### config.mk
export PLATFORM = sky130hd
export DESIGN_NAME = pnp_word_store
export DESIGN_NICKNAME = d
export VERILOG_FILES = /design/src/rtl/pnp_word_store.sv
export SDC_FILE = /design/constraint.sdc
export NUM_CORES = 1
export LEC_CHECK = 0
export BUFFER_PORTS_ARGS = -buffer_cell sky130_fd_sc_hd__clkbuf_2
export CAP_MARGIN = 40
export CELL_PAD_IN_SITES_DETAIL_PLACEMENT = 1
export CELL_PAD_IN_SITES_GLOBAL_PLACEMENT = 1
export CORE_UTILIZATION = 25
export DETAILED_ROUTE_END_ITERATION = 12
export GPL_TIMING_DRIVEN = 1
export PLACE_DENSITY = 0.49
export SLEW_MARGIN = 20
export SYNTH_ARGS = -nofsm -noshare
export SYNTH_HDL_FRONTEND = slang
export SYNTH_SLANG_ARGS = --single-unit
### constraint.sdc
create_clock -name core_clk -period 4.1 [get_ports core_clk]
set_input_delay 0.41 -clock core_clk [delete_from_list [all_inputs] [get_ports core_clk]]
set_output_delay 0.41 -clock core_clk [all_outputs]
set_load 0.02 [all_outputs]
### src/rtl/pnp_word_store.sv
// Word memory for the plug-and-play area, registered read
`timescale 1ns/1ps
module pnp_word_store #(
	parameter int WIDTH = 16,
	parameter int DEPTH = 40,
	parameter int AW = 6
) (
	input wire logic core_clk,
	input wire logic ce,
	input wire logic wr_en,
	input wire logic [AW-1:0] wr_addr,
	input wire logic [WIDTH-1:0] wr_data,
	input wire logic rd_en,
	input wire logic [AW-1:0] rd_addr,
	output logic [WIDTH-1:0] rd_data
);
	logic [WIDTH-1:0] mem [DEPTH];
	logic [WIDTH-1:0] rd_data_q;

	if (DEPTH > (1 << AW) || DEPTH < 1) begin : g_bad_depth
		$error("pnp_word_store: DEPTH does not fit AW");
	end

	always_ff @(posedge core_clk) begin
		if (ce && wr_en && int'(wr_addr) < DEPTH) begin
			mem[wr_addr] <= wr_data;
		end
		if (ce && rd_en) begin
			rd_data_q <= (int'(rd_addr) < DEPTH) ? mem[rd_addr] : '0;
		end
	end

	assign rd_data = rd_data_q;
endmodule : pnp_word_store

# Yosys cells after proc, flatten, opt, wreduce, memory -nomap -nowiden
# Memory sizes are Yosys's and may differ from the RTL's. A register that Yosys moved wholly into a read port is not among the register bits.
# Cells that the tools add are included.
[word_totals]
ff_bits = 0
mem_bits_rw = 640
input_bits = 32
out_inout_bits = 16
n_memories = 1
[classes]
magnitude_cmp = 2
muxes = 2
reduce_logical = 4
[memory_table]
columns = ["name", "words", "word_bits", "read_ports", "rd_clocked_by_memory_dff", "wr", "line_no", "source"]
rows = [
  ["mem", 40, 16, 1, 1, 1, "17", "logic [WIDTH-1:0] mem [DEPTH];"],
]
[ops]
columns = ["op", "n"]
rows = [
  ["6-bit < comparator, second input constant", 2],
  ["1-bit logical AND", 3],
  ["1-bit 2-to-1 mux", 2],
  ["1-bit zero test", 1],
]

# Longest topological paths before layout
[logic_depth]
ltp_word = 4
depth_mapped = 9

# Least setup slack after synthesis
# No wires, ideal clock.
[synth_path]
path_type = "input to register"
from = "input port wr_addr[5]"
to = "memory mem[22][0] (enable)"
setup_time_ns = 0.388
t_arrival_ns = 1.762
slack_ns = 1.949
path_stages = 3
cell_sequence = "or3b_2 -> clkbuf_1 -> nor2_1"
[synth_between]
elab_chain_cells = 4
[synth_lines]
columns = ["item", "line_no", "source"]
rows = [
  ["start: declaration", "11", "input wire logic [AW-1:0] wr_addr,"],
  ["6-bit < comparator", "25", "if (ce && wr_en && int'(wr_addr) < DEPTH) begin"],
  ["1-bit logical AND", "25", ""],
  ["1-bit 2-to-1 mux", "25", ""],
  ["1-bit 2-to-1 mux (not written as such)", "26", "mem[wr_addr] <= wr_data;"],
  ["end: declaration", "17", ""],
]
# Several ways; a longest one is shown, not always the timed one.

==> reports/results.ini <==
[pwr]
powerDensity_nw_per_um2=483
total_power_mw=14.5
vdd_ir_drop_max_uv=250
p_leak_nw=9.41

[critical_path]
crit_type=reg -> reg
rrSetupSlack_ns=1.51
ff2ff_path_depth=5
timing.rr.start=mem[9][5]
arrival_ns=2.88
crit_required_ns=4.39
critPathLaunchType=flop
cp_max_fo=1
cp-startpoint=mem[9][5]
endpoint_kind=flop
worst_r2r_endpoint=rd_data[5]

[flow_run]
drv_cap=0

[route]
post_drt_wl_per_cell_microns=27.2
met3_wirelength_microns=3760
drt_first_pass_iters=5
drc_errors=0
wl_met2_microns=34300
num_vias=12300
wl_met1_microns=32700
drt_first_iter_violations=1026
routed_via_density=4.64
wl_microns=72300
top_layer_used=met5
drtAntennaViolNets=0

[placement]
gp_congestion=0.811
portBuffers=47
dp_hpwl_microns=47000
placed_area_sq_um=27700
place_ws_ns=0.884

[clock_tree]
cts.clk_slew.worst_paths_ns=0.06
cts_buffer_depth=3
numCtsBuffers=71
cts.repair.resized=0
root_buffer=clkbuf_16
clk_latency_ns=0.63
hold_buffers=0
clock-sinks=656
cts_tree=yes
cts_setup_buffers=0
h-tree-depth=3

[sta]
finClkSkew_ns=0.0300
fin_tns_setup_ns=0
timing.slew.headroom_pct=46.8
setup-violations-final=0
finalHoldViolations=0
max_freq_mhz=386
slew_violations=0
min_period_over_period_pct=63.1
setup_ws_ns=1.51
rsz0062_at_grt=no
post-route-min-period_ns=2.59
worst_pin_slew_ns=0.799

[floorplan]
die_h_microns=320
die_area_sq_um=102000
initial_core_util_pct=25.2
ios=48
die_w_microns=320
num_rows=116
coreArea_sq_um=100000

[global_routing]
antenna_found_initial=5
grt_overflow_total=0
grt_pass1_wl_microns=103000
grt_pass1_vias=13300
grt_usage_pct=14.3
grt_max_degree=55

[synth]
ys_types=40
synth-simple-area-share_pct=2.17
yosys_warnings=0
synth.ff_latch_count=656
synthesis.area_sq_um=25200
yosys.area_share.adder_pct=0
synth_xor_area_share_pct=0
avgSynthCellArea_sq_um=21.8
synth_top_family_by_area=multiplexers
synth.mux.area_fraction_pct=14.9
synthCells=1155
synth_nets=1187
synth.yosys.seq_area_share_pct=78.1
synth-compound-area-share_pct=3.26

[final_layout]
nets=1337
drive_above_1_share_pct=30.1
area_growth_pct=19.1
finish.instance_area_sq_um=30000
final_cell_mix=edfxtp_1, mux4_2, clkbuf_16
final_util_pct=30.0
final_common_cell=edfxtp_1

[hold_path]
min_to=mem[33][1]
min_path_cells=1
min-delay-start=wr_data[1]
hold_class=in -> reg

[run_status]
status=finished clean

[metal layers]
metal,vias to the layer above,track usage (%)
li1,5195,-
met1,6765,19.7
met2,290,22.7
met3,77,2.67
met4,4,4.33
met5,-,0
[power breakdown]
part           internal, mW  total, mW  switching (mW)  leakage (nW)
registers              7.41       7.42          0.0137          5.91
clock network          3.68       6.35            2.67          1.10
logic                 0.271      0.735           0.464          2.40
total                  11.4       14.5            3.15          9.41
[worst max path at each step]
| stage | end | depth (start not counted) |
|---|---|---|
| after floorplan | mem[22][0] | 3 |
| after global placement | rd_data[5] | 7 |
| after detailed placement | rd_data[11] | 6 |
| after CTS | rd_data[5] | 5 |
| after global routing | rd_data[5] | 7 |
| final | rd_data[5] | 5 |
[sequential cells by signal, summed over array words and instances (netlist names)]
signal   count
mem        640
rd_data     16
[layout make-up]
| class | instances | area (sq um) |
|---|---|---|
| Clock inverter | 41 | 415 |
| Clock buffer | 84 | 1850 |
| Multi-Input combinational cell | 437 | 5170 |
| Inverter | 2 | 7.51 |
| Sequential cell | 656 | 19700 |
| Tap cell | 1298 | 1620 |
| Fill cell | 10000 | 70000 |
| Timing Repair Buffer | 137 | 1260 |
| Antenna cell | 1 | 2.50 |
[metrics by stage]
stage | hold slack (ns) | std cells
after floorplan | 0.509 | 1155
after global placement | 0.818 | 2511
after detailed placement | 0.775 | 2527
after CTS | 0.118 | 2652
after global routing | 0.109 | 2655
final | 0.112 | 2656
[synth_stat cells (all sizes together)]
cell type / n / area share (%)
o221ai: 17 / 0.59
nand2: 22 / 0.33
nor2b: 5 / 0.12
mux2i: 53 / 2.1
edfxtp: 656 / 78
nand3b: 3 / 0.089
nand3: 8 / 0.16
a22oi: 6 / 0.18
mux4: 132 / 12
a22o: 5 / 0.17
buf: 47 / 1.3
a31oi: 1 / 0.025
o22ai: 44 / 1.1
and2: 1 / 0.025
o21ai: 5 / 0.099
nor3: 10 / 0.20
and3b: 1 / 0.035
a221oi: 10 / 0.37
or3: 1 / 0.025
a21oi: 11 / 0.22
o221a: 1 / 0.045
o21bai: 5 / 0.15
or3b: 2 / 0.070
inv: 2 / 0.030
o2bb2ai: 9 / 0.31
clkbuf: 13 / 0.19
nand4: 1 / 0.025
or2: 2 / 0.050
mux2: 21 / 0.94
nor2: 51 / 0.76
nand2b: 3 / 0.074
nor3b: 7 / 0.21
[worst max-delay path, cell delays in order (launching register included)]
cell and delay, ns:
edfxtp_1 0.37, mux4_1 0.56, a22o_1 0.26, a221oi_1 0.64
o22ai_1 0.15, o21bai_1 0.29
[logic make-up after synthesis]
kind of cell | count (synthesis)
compound gates | 114
simple gates | 117
buf+inv | 62
mux | 206
flops | 656
Note: power is estimated with default switching activity, not from simulation.
